<file path="config.mk">
export PLATFORM = sky130hd
export DESIGN_NAME = sef_front_end
export DESIGN_NICKNAME = d
export VERILOG_FILES = /design/src/sef_pkg.sv /design/src/sef_front_end.sv
export VERILOG_INCLUDE_DIRS = /design/src
export SDC_FILE = /design/constraint.sdc
export NUM_CORES = 1
export LEC_CHECK = 0
export BUFFER_PORTS_ARGS = -buffer_cell sky130_fd_sc_hd__buf_4
export CAP_MARGIN = 20
export CELL_PAD_IN_SITES_DETAIL_PLACEMENT = 1
export CELL_PAD_IN_SITES_GLOBAL_PLACEMENT = 2
export CORE_MARGIN = 2
export CORE_UTILIZATION = 45
export DETAILED_ROUTE_END_ITERATION = 10
export PLACE_DENSITY = 0.84
export SYNTH_ARGS = -nofsm -noshare
export SYNTH_HDL_FRONTEND = slang
export SYNTH_SLANG_ARGS = --single-unit
</file>
<file path="constraint.sdc">
create_clock -name sys_clk_i -period 5.41 [get_ports sys_clk_i]
set_input_delay 1.3525 -clock sys_clk_i [delete_from_list [all_inputs] [get_ports sys_clk_i]]
set_output_delay 1.3525 -clock sys_clk_i [all_outputs]
set_load 0.01 [all_outputs]
</file>
<file path="src/sef_map.svh">
// Offsets, field positions, opcodes and timing figures of the serial EEPROM command front end.
`ifndef SEF_MAP_SVH
`define SEF_MAP_SVH
`define SEF_OP_MASK 8'hf7
`define SEF_OP_SET_WEL 8'h06
`define SEF_OP_CLR_WEL 8'h04
`define SEF_OP_STAT_RD 8'h05
`define SEF_OP_STAT_WR 8'h01
`define SEF_OP_ARR_RD 8'h03
`define SEF_OP_ARR_WR 8'h02
`define SEF_ST_PEN 7
`define SEF_ST_BP_HI 3
`define SEF_ST_BP_LO 2
`define SEF_ST_WEL 1
`define SEF_ST_BUSY 0
`define SEF_ST_BUSY_VALUE 8'hff
`define SEF_ST_UNUSED_VALUE 3'h0
`define SEF_BIT_LAST 3'h7
`define SEF_ADDR_BYTES 2'h3
`define SEF_T_WC_US 8000
`define SEF_CLK_MHZ 40
`endif

</file>
<file path="src/sef_pkg.sv">
// Types shared by the serial EEPROM command front end.
package sef_pkg;
  typedef struct packed {
    logic select_n;
    logic sck;
    logic si;
    logic pause_n;
    logic wp_n;
  } sef_pins_t;
  typedef struct packed {
    logic pin_protect_enable_bit;
    logic block_protect_hi;
    logic block_protect_lo;
  } sef_prot_t;
  typedef enum logic [2:0] {
    SEF_IDLE,
    SEF_OPCODE,
    SEF_STAT_OUT,
    SEF_STAT_IN,
    SEF_ADDR,
    SEF_RD_DATA,
    SEF_WR_DATA,
    SEF_IGNORE
  } sef_state_t;
endpackage

</file>
<file path="src/sef_front_end.sv">
// Serial EEPROM command front end with its receive FIFO.
`timescale 1ns/1ps
`include "sef_map.svh"

module sef_fifo #(
  parameter int WIDTH = 8,
  parameter int DEPTH = 4
) (
  // Clock and reset.
  input wire logic sys_clk_i,
  input wire logic reset_n_i,
  // Filling side.
  input wire logic [WIDTH-1:0] in_data_i,
  input wire logic in_valid_i,
  output logic in_ready_o,
  // Draining side.
  output logic [WIDTH-1:0] out_data_o,
  output logic out_valid_o,
  input wire logic out_ready_i
);
  localparam int AW = $clog2(DEPTH);
  generate
    if (DEPTH < 2 || (1 << AW) != DEPTH)
    begin : g_bad_depth
      $error("FIFO depth must be a power of two of at least two.");
    end
  endgenerate
  logic [WIDTH-1:0] mem_reg [DEPTH];
  logic [AW:0] wr_ptr_reg;
  logic [AW:0] rd_ptr_reg;
  wire full = (wr_ptr_reg[AW] != rd_ptr_reg[AW]) && (wr_ptr_reg[AW-1:0] == rd_ptr_reg[AW-1:0]);
  wire empty = wr_ptr_reg == rd_ptr_reg;
  wire push = in_valid_i && !full;
  wire pop = out_ready_i && !empty;
  assign in_ready_o = !full;
  assign out_valid_o = !empty;
  assign out_data_o = mem_reg[rd_ptr_reg[AW-1:0]];
  always_ff @(posedge sys_clk_i)
  begin
    if (push)
    begin
      mem_reg[wr_ptr_reg[AW-1:0]] <= in_data_i;
    end
  end
  always_ff @(posedge sys_clk_i or negedge reset_n_i)
  begin
    if (!reset_n_i)
    begin
      wr_ptr_reg <= '0;
      rd_ptr_reg <= '0;
    end
    else
    begin
      if (push)
      begin
        wr_ptr_reg <= wr_ptr_reg + 1'b1;
      end
      if (pop)
      begin
        rd_ptr_reg <= rd_ptr_reg + 1'b1;
      end
    end
  end
endmodule

module sef_front_end #(
  parameter int WRITE_CYCLE_CLKS = `SEF_T_WC_US * `SEF_CLK_MHZ,
  parameter int FIFO_DEPTH = 4
) (
  // Clock and reset.
  input wire logic sys_clk_i,
  input wire logic reset_n_i,
  // Serial link pins, all from outside this clock domain.
  input wire sef_pkg::sef_pins_t pins_i,
  output logic so_o,
  output logic so_oe_o,
  // Received address and write data bytes.
  output logic [7:0] rx_data_o,
  output logic rx_valid_o,
  input wire logic rx_ready_i,
  // Array read data supplied by the array side.
  input wire logic [7:0] rd_byte_i,
  output logic rd_req_o,
  // Internal write cycle in progress.
  output logic busy_o
);
  import sef_pkg::*;

  generate
    if (WRITE_CYCLE_CLKS < 1 || FIFO_DEPTH < 2)
    begin : g_bad_params
      $error("Write cycle length and FIFO depth are out of range.");
    end
  endgenerate

  function automatic logic op_is(input logic [7:0] op, input logic [7:0] code);
    op_is = (op & `SEF_OP_MASK) == code;
  endfunction

  // Two-flop synchronisers; the first stage feeds only the second.
  sef_pins_t pins_s1_reg;
  sef_pins_t pins_s2_reg;
  logic sck_d_reg;
  logic sel_d_reg;
  logic wp_d_reg;
  sef_state_t state_reg;
  logic [7:0] shift_reg;
  logic [2:0] bit_cnt_reg;
  logic [7:0] tx_reg;
  logic so_reg;
  logic drive_reg;
  logic [1:0] addr_cnt_reg;
  logic data_seen_reg;
  logic [7:0] stat_in_reg;
  logic stat_got_reg;
  logic wp_abort_reg;
  logic wel_reg;
  sef_prot_t prot_reg;
  logic busy_reg;
  logic [31:0] wc_cnt_reg;
  logic push_reg;
  logic [7:0] push_data_reg;
  logic rd_req_reg;
  logic [7:0] rx_data_reg;
  logic rx_valid_reg;
  logic fifo_in_ready;
  logic [7:0] fifo_out_data;
  logic fifo_out_valid;

  wire selected = !pins_s2_reg.select_n;
  wire sel_fall = selected && sel_d_reg;
  wire sel_rise = !selected && !sel_d_reg;
  wire paused = !pins_s2_reg.pause_n;
  wire active = selected && !paused;
  wire sck_rise = active && pins_s2_reg.sck && !sck_d_reg;
  wire sck_fall = active && !pins_s2_reg.sck && sck_d_reg;
  wire byte_done = sck_rise && (bit_cnt_reg == `SEF_BIT_LAST);
  wire [7:0] rx_byte = {shift_reg[6:0], pins_s2_reg.si};
  wire hw_protect = prot_reg.pin_protect_enable_bit && !pins_s2_reg.wp_n;
  wire wp_fell = !pins_s2_reg.wp_n && wp_d_reg;
  wire [7:0] status_byte = busy_reg ? `SEF_ST_BUSY_VALUE :
    {prot_reg.pin_protect_enable_bit, `SEF_ST_UNUSED_VALUE, prot_reg.block_protect_hi,
     prot_reg.block_protect_lo, wel_reg, busy_reg};
  wire stat_commit = sel_rise && state_reg == SEF_STAT_IN && stat_got_reg && wel_reg && !wp_abort_reg &&
    !hw_protect;
  wire arr_commit = sel_rise && state_reg == SEF_WR_DATA && data_seen_reg && wel_reg;
  wire wc_done = busy_reg && wc_cnt_reg == 32'h1;
  wire tx_state = state_reg == SEF_STAT_OUT || state_reg == SEF_RD_DATA;

  // Opcode decode; an internal write cycle lets only the status read through.
  sef_state_t op_state;
  always_comb
  begin
    op_state = SEF_IGNORE;
    if (op_is(rx_byte, `SEF_OP_STAT_RD))
    begin
      op_state = SEF_STAT_OUT;
    end
    else if (busy_reg)
    begin
      op_state = SEF_IGNORE;
    end
    else if (op_is(rx_byte, `SEF_OP_STAT_WR))
    begin
      op_state = SEF_STAT_IN;
    end
    else if (op_is(rx_byte, `SEF_OP_ARR_RD) || op_is(rx_byte, `SEF_OP_ARR_WR))
    begin
      op_state = SEF_ADDR;
    end
  end
  wire is_write_op = op_is(rx_byte, `SEF_OP_ARR_WR);

  always_ff @(posedge sys_clk_i or negedge reset_n_i)
  begin
    if (!reset_n_i)
    begin
      pins_s1_reg <= '{select_n: 1'b1, sck: 1'b0, si: 1'b0, pause_n: 1'b1, wp_n: 1'b1};
      pins_s2_reg <= '{select_n: 1'b1, sck: 1'b0, si: 1'b0, pause_n: 1'b1, wp_n: 1'b1};
      sck_d_reg <= 1'b0;
      sel_d_reg <= 1'b1;
      wp_d_reg <= 1'b1;
    end
    else
    begin
      pins_s1_reg <= pins_i;
      pins_s2_reg <= pins_s1_reg;
      sck_d_reg <= pins_s2_reg.sck;
      sel_d_reg <= !selected;
      wp_d_reg <= pins_s2_reg.wp_n;
    end
  end

  // Serial sequencer. Pause freezes everything but the WP fall watch and the select handling, and keeps the frame's position.
  always_ff @(posedge sys_clk_i or negedge reset_n_i)
  begin
    if (!reset_n_i)
    begin
      state_reg <= SEF_IDLE;
      shift_reg <= 8'h00;
      bit_cnt_reg <= 3'h0;
      addr_cnt_reg <= 2'h0;
      data_seen_reg <= 1'b0;
      stat_in_reg <= 8'h00;
      stat_got_reg <= 1'b0;
      wp_abort_reg <= 1'b0;
      tx_reg <= 8'h00;
      drive_reg <= 1'b0;
      rd_req_reg <= 1'b0;
    end
    else
    begin
      rd_req_reg <= 1'b0;
      if (!selected)
      begin
        state_reg <= SEF_IDLE;
        drive_reg <= 1'b0;
      end
      else if (sel_fall)
      begin
        state_reg <= SEF_OPCODE;
        bit_cnt_reg <= 3'h0;
        addr_cnt_reg <= 2'h0;
        data_seen_reg <= 1'b0;
        stat_got_reg <= 1'b0;
        wp_abort_reg <= 1'b0;
        drive_reg <= 1'b0;
      end
      else
      begin
        if (wp_fell && prot_reg.pin_protect_enable_bit)
        begin
          wp_abort_reg <= 1'b1;
        end
        if (sck_rise && state_reg != SEF_IGNORE)
        begin
          shift_reg <= rx_byte;
          bit_cnt_reg <= bit_cnt_reg + 3'h1;
        end
        if (byte_done)
        begin
          case (state_reg)
            SEF_OPCODE:
            begin
              if (!wel_reg && is_write_op && !busy_reg)
              begin
                state_reg <= SEF_IGNORE;
              end
              else
              begin
                state_reg <= op_state;
              end
              tx_reg <= status_byte;
            end
            SEF_STAT_OUT:
            begin
              tx_reg <= status_byte;
            end
            SEF_STAT_IN:
            begin
              stat_in_reg <= rx_byte;
              stat_got_reg <= 1'b1;
            end
            SEF_ADDR:
            begin
              addr_cnt_reg <= addr_cnt_reg + 2'h1;
              if (addr_cnt_reg == `SEF_ADDR_BYTES - 2'h1)
              begin
                state_reg <= data_seen_reg ? SEF_WR_DATA : SEF_RD_DATA;
                tx_reg <= rd_byte_i;
                rd_req_reg <= 1'b1;
              end
            end
            SEF_WR_DATA:
            begin
              data_seen_reg <= 1'b1;
            end
            SEF_RD_DATA:
            begin
              tx_reg <= rd_byte_i;
              rd_req_reg <= 1'b1;
            end
            default:
            begin
            end
          endcase
        end
        if (byte_done && state_reg == SEF_OPCODE)
        begin
          data_seen_reg <= is_write_op;
        end
        else if (byte_done && state_reg == SEF_ADDR && addr_cnt_reg == `SEF_ADDR_BYTES - 2'h1)
        begin
          data_seen_reg <= 1'b0;
        end
        if (sck_fall && tx_state)
        begin
          tx_reg <= {tx_reg[6:0], 1'b0};
          drive_reg <= 1'b1;
        end
      end
    end
  end

  // Output pin: value changes on the falling serial clock edge only.
  always_ff @(posedge sys_clk_i or negedge reset_n_i)
  begin
    if (!reset_n_i)
    begin
      so_reg <= 1'b0;
      so_oe_o <= 1'b0;
    end
    else
    begin
      if (sck_fall && tx_state)
      begin
        so_reg <= tx_reg[7];
      end
      so_oe_o <= active && drive_reg && tx_state && !sel_rise;
    end
  end
  assign so_o = so_reg;

  // Protection state and the self-timed write cycle.
  always_ff @(posedge sys_clk_i or negedge reset_n_i)
  begin
    if (!reset_n_i)
    begin
      wel_reg <= 1'b0;
      prot_reg <= '0;
      busy_reg <= 1'b0;
      wc_cnt_reg <= 32'h0;
    end
    else
    begin
      if (stat_commit || arr_commit)
      begin
        busy_reg <= 1'b1;
        wc_cnt_reg <= 32'(WRITE_CYCLE_CLKS);
      end
      else if (wc_done)
      begin
        busy_reg <= 1'b0;
        wc_cnt_reg <= 32'h0;
        wel_reg <= 1'b0;
      end
      else if (busy_reg)
      begin
        wc_cnt_reg <= wc_cnt_reg - 32'h1;
      end
      if (stat_commit)
      begin
        prot_reg.pin_protect_enable_bit <= stat_in_reg[`SEF_ST_PEN];
        prot_reg.block_protect_hi <= stat_in_reg[`SEF_ST_BP_HI];
        prot_reg.block_protect_lo <= stat_in_reg[`SEF_ST_BP_LO];
      end
      if (byte_done && state_reg == SEF_OPCODE && !busy_reg)
      begin
        if (op_is(rx_byte, `SEF_OP_SET_WEL))
        begin
          wel_reg <= 1'b1;
        end
        else if (op_is(rx_byte, `SEF_OP_CLR_WEL))
        begin
          wel_reg <= 1'b0;
        end
      end
    end
  end
  assign busy_o = busy_reg;

  // Received bytes wait here until the FIFO takes them; a byte arriving first overwrites it.
  always_ff @(posedge sys_clk_i or negedge reset_n_i)
  begin
    if (!reset_n_i)
    begin
      push_reg <= 1'b0;
      push_data_reg <= 8'h00;
      rx_data_reg <= 8'h00;
      rx_valid_reg <= 1'b0;
    end
    else
    begin
      if (byte_done && (state_reg == SEF_ADDR || state_reg == SEF_WR_DATA))
      begin
        push_reg <= 1'b1;
        push_data_reg <= rx_byte;
      end
      else if (fifo_in_ready)
      begin
        push_reg <= 1'b0;
      end
      if (!rx_valid_reg || rx_ready_i)
      begin
        rx_valid_reg <= fifo_out_valid;
        rx_data_reg <= fifo_out_data;
      end
    end
  end
  assign rx_data_o = rx_data_reg;
  assign rx_valid_o = rx_valid_reg;
  assign rd_req_o = rd_req_reg;

  wire fifo_pop = !rx_valid_reg || rx_ready_i;
  sef_fifo #(
    .WIDTH(8),
    .DEPTH(FIFO_DEPTH)
  ) u_fifo (
    .sys_clk_i(sys_clk_i),
    .reset_n_i(reset_n_i),
    .in_data_i(push_data_reg),
    .in_valid_i(push_reg),
    .in_ready_o(fifo_in_ready),
    .out_data_o(fifo_out_data),
    .out_valid_o(fifo_out_valid),
    .out_ready_i(fifo_pop)
  );
endmodule

</file>
# Word-level counts from Yosys, hierarchy flattened
# Memories as Yosys holds them, arrays and structs flattened. A register that Yosys moved wholly into a read port is not among the register bits.
# Cells that the tools add are included.
[totals]
reg_bits = 104
latch_bits = 0
mem_bits_rw = 32
rom_bits = 0
in_bits = 16
out_inout_bits = 13
word_cells = 198
memories = 1
[memory_table]
columns = ["name", "words", "width", "rd", "rd_ports_with_merged_regs", "write_ports", "line_no", "text"]
rows = [
  ["u_fifo.mem_reg", 4, 8, 1, 1, 1, "sef_front_end.sv:28", "logic [WIDTH-1:0] mem_reg [DEPTH];"],
]
[op_classes]
n_addsub = 5
mul = 0
div = 0
n_lt_le_gt_ge = 0
n_eq_ne = 22
n_shift = 0
n_mux = 53
bitwise_logic = 2
reduce_logical = 78
[ops]
columns = ["cell", "n"]
rows = [
  ["two-way mux 32 bit", 3],
  ["logical AND 1 bit", 35],
  ["== test 32 x 1 -> 1 bit, second input constant", 1],
  ["two-way mux 8 bit", 4],
  ["subtractor 32 x 1 -> 32 bit, second input constant", 1],
  ["two-way mux 3 bit", 10],
  ["two-way mux 1 bit", 28],
  ["one-hot mux 8 bit (3 select lines)", 1],
  ["== test 7 x 3 -> 1 bit, second input constant", 3],
  ["nonzero test 4 bit", 4],
  ["AND reduction 3 bit", 5],
  ["== test 7 x 2 -> 1 bit, second input constant", 2],
  ["zero test 1 bit", 14],
  ["nonzero test 2 bit", 7],
  ["== test 3 bit, second input constant", 4],
  ["two-way mux 2 bit", 5],
  ["adder 3 x 1 -> 3 bit, second input constant", 3],
  ["nonzero test 3 bit", 3],
  ["== test 7 x 1 -> 1 bit, second input constant", 1],
  ["== test 3 x 2 -> 1 bit, second input constant", 2],
  ["one-hot mux 3 bit (2 select lines)", 1],
  ["logical OR 1 bit", 5],
  ["AND reduction 5 bit", 1],
  ["!= test 4 x 3 -> 1 bit, second input constant", 1],
  ["14 further kinds", 16],
]

# Longest topological paths before layout
# Gate-level depths: netlist of run 1.
[depth]
word_depth = 12
depth_mapped = 9
ltp_nobuf = 7

# Hierarchy
# A second synthesis of run 1 with hierarchy kept.
[unflattened]
hier_cells = 551
area_unflattened_um2 = 6476.2
[modules_own_cells]
columns = ["mod", "n_inst", "cells_each", "area_per_inst_um2", "seq_area_each_um2"]
rows = [
  ["sef_front_end", 1, 463, 4844.6, 2537.4],
  ["sef_fifo", 1, 88, 1631.6, 1111.1],
]

# Worst setup path after synthesis of run 1
# OpenSTA, ideal clock, no wires.
[synth_path]
kind = "register to register"
start = "register state_reg[1]"
end = "register tx_reg[0]"
setup_ns = 0.125
arrival_time_ns = 2.374
required_ns = 5.285
setup_slack_ns = 2.911
stages_incl_launch_ff = 6
n_path_buf = 0
period_less_slack_ns = 2.499
cell_sequence = "dfrtp_1 or3b_4 a2111oi_4 a21oi_2 a2111oi_4 mux2_2"
[synth_between]
elab_chain_len = 5
word_cells_on_any_way = 14
cone_classes = "eq/ne: 5; mux: 3; reduce/logical: 6"
[synth_rtl]
columns = ["element", "line_no", "text"]
rows = [
  ["from (decl)", "sef_front_end.sv:106", "sef_state_t state_reg;"],
  ["from (signal assigned)", "sef_front_end.sv:251", "state_reg <= op_state;"],
  ["from (signal assigned)", "sef_front_end.sv:269", "state_reg <= data_seen_reg ? SEF_WR_DATA : SEF_RD_DATA;"],
  ["== test 3 x 2 -> 1 bit (tied with other cells)", "sef_front_end.sv:148, sef_front_end.sv:242", ""],
  ["OR reduction 2 bit (no source line) / logical OR 1 bit (equally long branches)", "n/a", ""],
  ["one-hot mux 8 bit (3 select lines) / logical AND 1 bit (equally long branches)", "sef_front_end.sv:242, sef_front_end.sv:296", ""],
  ["two-way mux 8 bit (tied with other cells)", "sef_front_end.sv:240", "if (byte_done)"],
  ["two-way mux 8 bit / AND reduction 5 bit (equally long branches)", "n/a", ""],
  ["to (signal assigned)", "sef_front_end.sv:253", "tx_reg <= status_byte;"],
  ["to (signal assigned)", "sef_front_end.sv:257", "tx_reg <= status_byte;"],
  ["to (signal assigned)", "sef_front_end.sv:298", "tx_reg <= {tx_reg[6:0], 1'b0};"],
  ["to (decl)", "sef_front_end.sv:109", "logic [7:0] tx_reg;"],
]
# Several ways; a longest one is shown, not always the timed one. The select of a mux whose other input is x is not followed.
# A chain may end at the register's enable or synchronous reset.

# Worst setup path after layout of run 1
[layout_path]
start = "register state_reg[1]"
end = "register tx_reg[1]"
# Same word-level chain as after synthesis.

==> results.toml, run 1 <==
[floorplan]
die_w_um = 123
die_h_um = 123
start_util = 0.460
row_count = 43
dieArea_um2 = 15200
core_area_um2 = 13900
io_pins = 29

[critical_path]
cp_max_fo = 18
crit_arrival_ns = 3.62
cp_top_family = "compound AO/OA/AOI/OAI gates"
path_class = "reg -> reg"
crit_top_cell = "a2111oi_4"
cp-start-kind = "flop"
cp-end-kind = "flop"
slowest_delay_ns = 0.89
worstPathBufferInverterCount = 0
critical_path.cell_chain = "or3b_4, a2111oi_4, a21oi_2, a2111oi_4, mux2_2"
worstPathRequired_ns = 5.71
critPathSlowestCell = "a2111oi_4"

[global_routing]
antenna_found_initial = 0
grt_pass1_vias = 4682
grt_usage = 0.214
grt_max_degree = 78
gr-total-overflow = 0
grt_pass1_wl_mm = 24.4

[clock_network]
clock-root-buffer = "clkbuf_16"
hold_buffers = 0
cts_tree = "built"
postCtsSetupBuffers = 0
clk_latency_ns = 0.42
path_clk_slew_ns = 0.06
post_cts_resized = 0
cts_buffer_depth = 2
clkSinkCount = 139
htreeDepth = 4
cts_buffers = 17

[routing]
firstDrtPassIters = 4
drt_iter0_markers = 192
via_count = 4488
viasPerCell = 5.91
ant_nets = 0
drc = 0
post_drt_wl_per_cell_um = 19.5
wl_mm = 14.8

[power_and_ir_drop]
clock_power_share = 0.435
internal_power_mw = 1.88
switching_share = 0.249
p_comb_frac = 0.090
p_total_mw = 2.51
p_switching_uw = 623
p_leak_nw = 3.14
seqPwrFrac = 0.475
power_density_nw_per_um2 = 343
ir_drop_uv = 223

[timing]
maxSlewViolCount = 0
tightest_slew_ns = 1.11
setup_viol = 0
min_period_over_period = 0.613
fin_crit_ns = 3.32
maxSlewHeadroom = 0.257
fin_tns_setup_ns = 0
clock_skew_ns = 0.00649
fmax_ghz = 0.301
final_hold_viol_count = 0
grt_setup_unrepaired = "no"

[yosys]
ys.flop_type = "dfrtp_1"
synthesis.area_um2 = 6380
ys_types = 58
synth_area_leaders = "dfrtp_1 39%, edfxtp_1 15%, mux2_2 6.4%"
synth_top_cell_area_share = 0.388
synth-edff-count = 32
yosys_warnings = 0
postSynthAreaPerCell_um2 = 11.8
ys_ff_latch = 139
synth_area_leader_cell = "dfrtp_1"
async_reset_ff_frac = 0.770
synth_nets = 567
seq_area_frac_synth = 0.572
synth_cells = 541

[placement]
dpl.cell_count = 727
hpwl_mm = 10.0
io_buffers = 28
routabilityCongestion = 0.796

[layout]
post_layout_nonfiller_instances = 759
n_antenna_cell = 0
synthToLayoutAreaGrowth_pct = 14.4
fin_nets = 592
final_util = 0.526
drive_gt1_frac = 0.209

[job]
cap_violations = 0

[worst_hold_path]
hold_path_class = "reg -> reg"

[status]
status = "completed"
## power by group through the flow
stage                     clock network [mW]  registers (mW)  logic, mW
after detailed placement                   0            1.21      0.227
final                                   1.09            1.19      0.225
after global placement                     0            1.21      0.219
after global routing                    1.16            1.20      0.250
after CTS                               1.11            1.19      0.232
after floorplan                            0            1.17      0.165
## layout make-up
class | count | area, µm²
sequential | 139 | 3650
fill | 1451 | 6580
tap | 180 | 225
timing repair buffer | 31 | 233
multi-input combinational | 357 | 2570
clock inverter | 14 | 120
clock buffer | 18 | 429
inverter | 20 | 75.1
## through the flow
stage	setup slack (ns)	hold WS [ns]	cell area [µm²]
2_1_floorplan	2.91	0.331	6380
3_3_place_gp	2.19	0.334	6760
3_5_place_dp	2.10	0.336	6760
4_1_cts	2.07	0.350	7300
5_1_grt	1.85	0.358	7300
6_report	2.09	0.348	7300
## cells in the final DEF, fill, tap and decap left out, types with 4 or more instances in the layout
cell and count:
mux2_2 36, o211ai_1 4, nand3_1 17, o31ai_1 5, nand2b_1 10, inv_1 19, or4_1 8, inv_6 4
mux4_2 8, edfxtp_1 32, dfstp_2 8, ha_1 10, mux2i_1 5, nor3_1 21, nand2_1 35, and3_1 4
a31oi_1 30, dfrtp_1 99, and2_1 5, xnor2_1 6, clkbuf_16 17, nand4_1 7, buf_4 31, nor2b_1 5
nor4_1 14, a21oi_1 17, clkinv_1 4, nand3b_1 5, clkinvlp_4 4, nor2_1 21, or3_1 12, o21ai_0 23
## path summary, 6_finish.rpt
path | startpoint | end | slack, ns | cells after the start
hold reg to reg | pins_s1_reg[3] | pins_s2_reg[3] | 0.35 | 0
setup / recovery | state_reg[1] | tx_reg[1] | 2.09 | 5
setup reg to reg | state_reg[1] | tx_reg[1] | 2.09 | 5
min in group asynchronous | reset_n_i | so_o | 1.08 | 1
hold / removal | pins_s1_reg[3] | pins_s2_reg[3] | 0.35 | 0
max in group asynchronous | reset_n_i | wc_cnt_reg[3] | 3.31 | 2
## cell usage after synthesis, drive strengths merged (6+ instances only)
cell	count
a21oi	18
a31oi	30
and2	6
clkbuf	24
dfrtp	99
dfstp	8
edfxtp	32
ha	10
inv	19
mux2	36
mux4	8
nand2	35
nand2b	10
nand3	17
nand4	7
nor2	21
nor3	21
nor4	14
o21ai	23
or3	12
or4	8
xnor2	6
## worst register-to-register path, delay by kind of cell (launching register included)
| kind | cells | cell delay (ns) |
|---|---|---|
| flip-flops | 1 | 0.63 |
| AO/OA/AOI/OAI | 3 | 1.67 |
| multiplexers | 1 | 0.42 |
| AND/OR/NAND/NOR | 1 | 0.49 |
## cell families after synthesis
logic type               Yosys count  share of synthesized area
flip-flops                       139                      0.572
AND/OR/NAND/NOR                  178                      0.152
buffers and inverters             45                     0.0265
AO/OA/AOI/OAI                    111                      0.118
multiplexers                      49                     0.0996
XOR/XNOR                           9                     0.0123
adder cells (fa/ha/maj)           10                     0.0196
## routing by layer
metal	up-vias	wire length, µm	track usage
li1	2091	-	-
met1	2280	6710	0.282
met2	93	7240	0.342
met3	24	539	0.0470
met4	0	278	0.0930
met5	-	0	0
No activity file was read; power rests on OpenSTA's default activity.
==> run 2, diff against run 1 <==
ABC_AREA = 1   (was unset)
CORE_UTILIZATION = 34   (was 45)
PLACE_DENSITY = 0.75   (was 0.84)
clock period = 2.8 ns   (was 5.41 ns; I/O delays follow)
==> run 2 against run 1 <==
- worst hold slack worse by 0.058 ns
- critical endpoint is now push_reg
- total power is 110% higher
- synthesized area is 3.6% higher
- critical path depth is 2 higher
- routed wire length is 14% higher
- clock power is 120% higher
- die area is 36% higher
- largest cell class unchanged
- count of clock-buffer cells in the layout stayed put
- largest power group is now clock
- global-route usage is 3.5 points lower
- register-to-register slack worse by 1.5 ns
- fmax is 53% higher
- critical path type unchanged
- cell area is 7.0% higher
==> results.toml, run 2 <==
[worst_hold_path]
hold_path_class = "in -> async"

[critical_path]
crit_arrival_ns = 2.40
cp_max_fo = 17
path_class = "reg -> reg"
rr_endpoint = "push_reg"
worstPathRequired_ns = 3.03
cp-start-kind = "flop"
reg2regPathDepth = 7
cp-end-kind = "flop"
r2r-start = "pins_s2_reg[4]"
reg2reg_setup_slack_ns = 0.63

[floorplan]
start_util = 0.343
io_pins = 29
core_area_um2 = 19300
die_w_um = 143
row_count = 51
die_h_um = 143
dieArea_um2 = 20600

[yosys]
synthesis.area_um2 = 6620
async_reset_ff_frac = 0.770
yosys-top-cells-count = "196 x nand2_1, 131 x nor2_1, 99 x dfrtp_1"
synth_area_leaders = "dfrtp_1 37%, edfxtp_1 15%, nand2_1 11%"
ys_ff_latch = 139
ys_types = 40
synth_most_common_cell = "nand2_1"
postSynthAreaPerCell_um2 = 8.61
yosys_warnings = 0
ys.flop_type = "dfrtp_1"
synth-edff-count = 32
synth_top_cell_area_share = 0.375
synth_area_leader_cell = "dfrtp_1"
seq_area_frac_synth = 0.552
synth_nets = 794
synth_cells = 768

[routing]
ant_nets = 0
viasPerCell = 4.78
via_count = 5222
drc = 0
post_drt_wl_per_cell_um = 15.4
drt_iter0_markers = 180
firstDrtPassIters = 4
wl_mm = 16.8

[layout]
drive_gt1_frac = 0.127
fin_nets = 840
n_fill_cell = 2308
layout_common_cells = "196 x nand2_1, 131 x nor2_1, 99 x dfrtp_1"
final_util = 0.405
postLayoutCellArea_um2 = 7810
final_common_cell = "nand2_1"
synthToLayoutAreaGrowth_pct = 18.1
n_antenna_cell = 0

[timing]
fin_crit_ns = 2.17
maxSlewHeadroom = 0.338
setup_viol = 0
tightest_slew_ns = 0.986
min_period_over_period = 0.774
final_hold_viol_count = 0
fmax_ghz = 0.461
clock_skew_ns = 0.0100
maxSlewViolCount = 0
grt_setup_unrepaired = "no"
fin_tns_setup_ns = 0

[clock_network]
post_cts_resized = 0
cts_buffers = 17
postCtsSetupBuffers = 0
cts_tree = "built"
hold_buffers = 0
path_clk_slew_ns = 0.06
clkSinkCount = 139
clk_latency_ns = 0.42
clock-root-buffer = "clkbuf_16"
htreeDepth = 4
cts_buffer_depth = 2

[power_and_ir_drop]
ir_drop_uv = 378
p_leak_nw = 3.73
power_density_nw_per_um2 = 687

[status]
status = "completed"

[global_routing]
grt_pass1_vias = 5607
grt_pass1_wl_mm = 28.6
antenna_found_initial = 0
grt_max_degree = 45
gr-total-overflow = 0
grt_usage = 0.179

[placement]
routabilityCongestion = 0.839
place_area_um2 = 7180
hpwl_mm = 12.1
io_buffers = 28

[job]
cap_violations = 0
==> run 2: critical path, cell delays in order (launching register included) <==
cell and delay [ns]:
dfstp_2 0.57, inv_1 0.08, nand2_1 0.16, nor2_4 0.07
nand2_1 0.19, inv_1 0.12, o21ai_1 0.54, o21ai_0 0.24
==> run 2: cells by family after synthesis <==
logic type | after synthesis | share of synthesized area
simple gates | 399 | 0.251
flops | 139 | 0.552
compound gates | 111 | 0.0923
buf+inv | 84 | 0.0520
xor+xnor | 23 | 0.0305
fa+ha+maj | 10 | 0.0189
mux | 2 | 0.00340
==> run 2: per-layer routing <==
layer	GRT usage	share of wire	up-vias
met3	0.0353	0.020	19
met2	0.308	0.50	53
met4	0.0583	0.015	0
met1	0.227	0.47	2565
met5	0	0	-
li1	-	-	2585
==> run 2: layout make-up <==
cell class                      instances  area, µm²  share of cell area
Sequential cell                       139       3650               0.467
Multi-Input combinational cell        545       2620               0.336
Clock buffer                           18        439              0.0562
Tap cell                              265        332              0.0424
Timing Repair Buffer                   40        313              0.0400
Inverter                               71        267              0.0341
Clock inverter                         14        193              0.0247
==> run 2: metrics by stage <==
stage               setup slack [ns]  hold slack [ns]  std cells  power, mW
global placement               0.823            0.336       1060       2.96
CTS                            0.606            0.307       1092       5.45
global route                   0.377            0.326       1092       5.63
floorplan                       1.08            0.331        768       2.68
finish                         0.632            0.290       1092       5.37
detailed placement             0.652            0.339       1060       2.99
==> run 2: power by group <==
group	internal, mW	leakage (nW)	switching [mW]
Clock	1.46	0.309	0.968
Combinational	0.262	1.84	0.430
Sequential	2.18	1.59	0.0667
Total	3.90	3.73	1.46
==> run 2: how the worst max path moves through the flow <==
| stage | slack [ns] | endpoint | startpoint | cells after the start |
|---|---|---|---|---|
| 2_1_floorplan | 1.08 | u_fifo.mem_reg[3][0] | u_fifo.rd_ptr_reg[1] | 5 |
| 3_3_place_gp | 0.82 | push_reg | pins_s2_reg[4] | 7 |
| 3_5_place_dp | 0.65 | push_reg | pins_s2_reg[4] | 7 |
| 4_1_cts | 0.61 | push_reg | pins_s2_reg[4] | 7 |
| 5_1_grt | 0.38 | push_reg | pins_s2_reg[4] | 7 |
| 6_report | 0.63 | push_reg | pins_s2_reg[4] | 7 |
==> run 3, diff against run 2 <==
ABC_AREA = 0   (was 1)
CORE_UTILIZATION = 42   (was 34)
PLACE_DENSITY = 0.79   (was 0.75)
clock period = 2 ns   (was 2.8 ns; I/O delays follow)
==> run 3 against run 2 <==
- the flow now finishes with violations (setup timing)
- cell area up 12%
- fmax down 1.7%
- count of clock-buffer cells in the layout down 1
- global-route usage up 4.6 points
- total power up 32%
- sequential power up 39%
- critical path depth down 3
- worst setup slack worse by 0.84 ns
- flip-flop and latch count unchanged
- core utilization up 18 points
- final cell count down 20%
- critical endpoint is now wc_cnt_reg[15]
- largest cell class unchanged
- largest power group unchanged
- highest routed layer unchanged
==> results.toml, run 3 (synthesis gave the netlist of run 1 again) <==
[timing]
final_hold_viol_count = 0
grt_setup_unrepaired = "yes"
fin_crit_ns = 2.20
maxSlewViolCount = 0
whs_ns = 0.0141
clock_skew_ns = 0.00754
maxSlewHeadroom = 0.659
fmax_ghz = 0.454
min_period_over_period = 1.10
tightest_slew_ns = 0.511
worst_slack_ns = -0.204
setup_viol = 40

[critical_path]
cp_max_fo = 6
reg2reg_setup_slack_ns = -0.20
path_class = "reg -> reg"
cp-end-kind = "flop"
critical_path.cell_chain = "or4_4, or3_4, or4_4, a211o_1"
cp-start-kind = "flop"
worstPathBufferInverterCount = 0
cp_top_family = "simple AND/OR/NAND/NOR gates"
crit_top_cell = "or4_4"
worstPathRequired_ns = 2.31
slowest_delay_ns = 0.55
crit_arrival_ns = 2.51
critPathSlowestCell = "or4_4"

[global_routing]
grt_max_degree = 47
antenna_found_initial = 0
grt_pass1_vias = 5544
grt_pass1_wl_mm = 28.4
grtUsageMet2 = 0.408
gr-total-overflow = 0
grt_usage = 0.225
top_usage_layer = "met2"
grt_use_met1 = 0.271
gr-usage-met3 = 0.0381

[status]
violations = "setup timing"
status = "finished, violations left"

[clock_network]
cts_buffer_depth = 2
clkSinkCount = 139
clock-root-buffer = "clkbuf_16"
hold_buffers = 0
clk_latency_ns = 0.42
path_clk_slew_ns = 0.06
htreeDepth = 4
cts_buffers = 17
cts_tree = "built"

[floorplan]
dieArea_um2 = 16200
die_w_um = 127
start_util = 0.425
io_pins = 29
core_area_um2 = 15000
row_count = 45
die_h_um = 127

[layout]
drive_gt1_frac = 0.436
n_antenna_cell = 0
synthToLayoutAreaGrowth_pct = 37.3
n_fill_cell = 1526
multi_input_comb_area_um2 = 3060
postLayoutCellArea_um2 = 8770
seq_area_um2 = 3650
layout_common_cells = "119 x buf_4, 98 x dfrtp_1, 32 x nand2_1, 32 x edfxtp_1, 30 x mux2_2"
fin_nets = 701
final_common_cell = "buf_4"

[routing]
drt_iter0_markers = 279
firstDrtPassIters = 4
wl_mm = 18.1
via_count = 5024
viasPerCell = 5.74
drc = 0
ant_nets = 0
post_drt_wl_per_cell_um = 20.7

[placement]
routabilityCongestion = 0.834
hpwl_mm = 11.8
io_buffers = 28
place_area_um2 = 7550
place_ws_ns = -0.264

[job]
cap_violations = 0

[power_and_ir_drop]
p_leak_nw = 3.86
ir_drop_uv = 622
power_density_nw_per_um2 = 806

[worst_hold_path]
hold_path_class = "in -> async"
==> run 3: cell types whose count changed in the layout (fill, tap and decap cells not counted), sizes merged, moves of 10 or more <==
cell,delta
or3,+12
nor2,-116
nand3,-26
nor4,+14
nand2b,+10
mux2,+34
nand2,-169
buf,+100
inv,-53
o21ai,-55
xor2,-12
a31oi,+22
nor3,+16
==> run 3: repair_timing <==
item,CTS,global route
gates cloned,1,2
setup endpoints to repair,44,45
pin swaps,13,27
setup buffers,7,5
resized for setup,48,63
==> run 3: worst paths after layout <==
check | to | startpoint | cells past startpoint
min in group sys_clk_i | pins_s1_reg[1] | pins_i[1] | 1
max in group asynchronous | pins_s1_reg[0] | reset_n_i | 2
setup reg to reg | wc_cnt_reg[15] | wc_cnt_reg[6] | 4
hold reg to reg | pins_s2_reg[0] | pins_s1_reg[0] | 0
setup / recovery | wc_cnt_reg[15] | wc_cnt_reg[6] | 4
hold / removal | bit_cnt_reg[2] | reset_n_i | 1
==> run 3: layout make-up <==
class | instances | share of cell area
clock buffer | 17 | 0.0485
clock inverter | 15 | 0.0186
inverter | 20 | 0.00856
multi-input combinational | 357 | 0.349
sequential | 139 | 0.416
tap | 188 | 0.0268
timing repair buffer | 140 | 0.132
==> run 3: power by group <==
group / internal (mW) / switching (mW) / leakage (nW) / total, mW
Sequential: 3.03 / 0.0907 / 1.68 / 3.12
Clock: 1.86 / 1.30 / 0.284 / 3.16
Combinational: 0.414 / 0.366 / 1.90 / 0.781
Total: 5.30 / 1.76 / 3.86 / 7.06
==> run 3: routing by layer <==
| metal | share of wire | up-vias |
|---|---|---|
| met5 | 0 | - |
| met4 | 0.019 | 0 |
| met3 | 0.026 | 31 |
| met2 | 0.53 | 100 |
| met1 | 0.42 | 2587 |
| li1 | - | 2306 |
==> run 3: stage by stage <==
step | cells | setup TNS (ns) | utilization | power, mW
floorplan | 541 | -2.37 | - | 3.63
global placement | 830 | -1.82 | 0.502 | 3.92
detailed placement | 830 | -3.58 | 0.502 | 3.96
CTS | 870 | -1.85 | 0.559 | 7.13
global route | 876 | -6.33 | 0.583 | 7.34
finish | 876 | -3.65 | 0.583 | 7.06
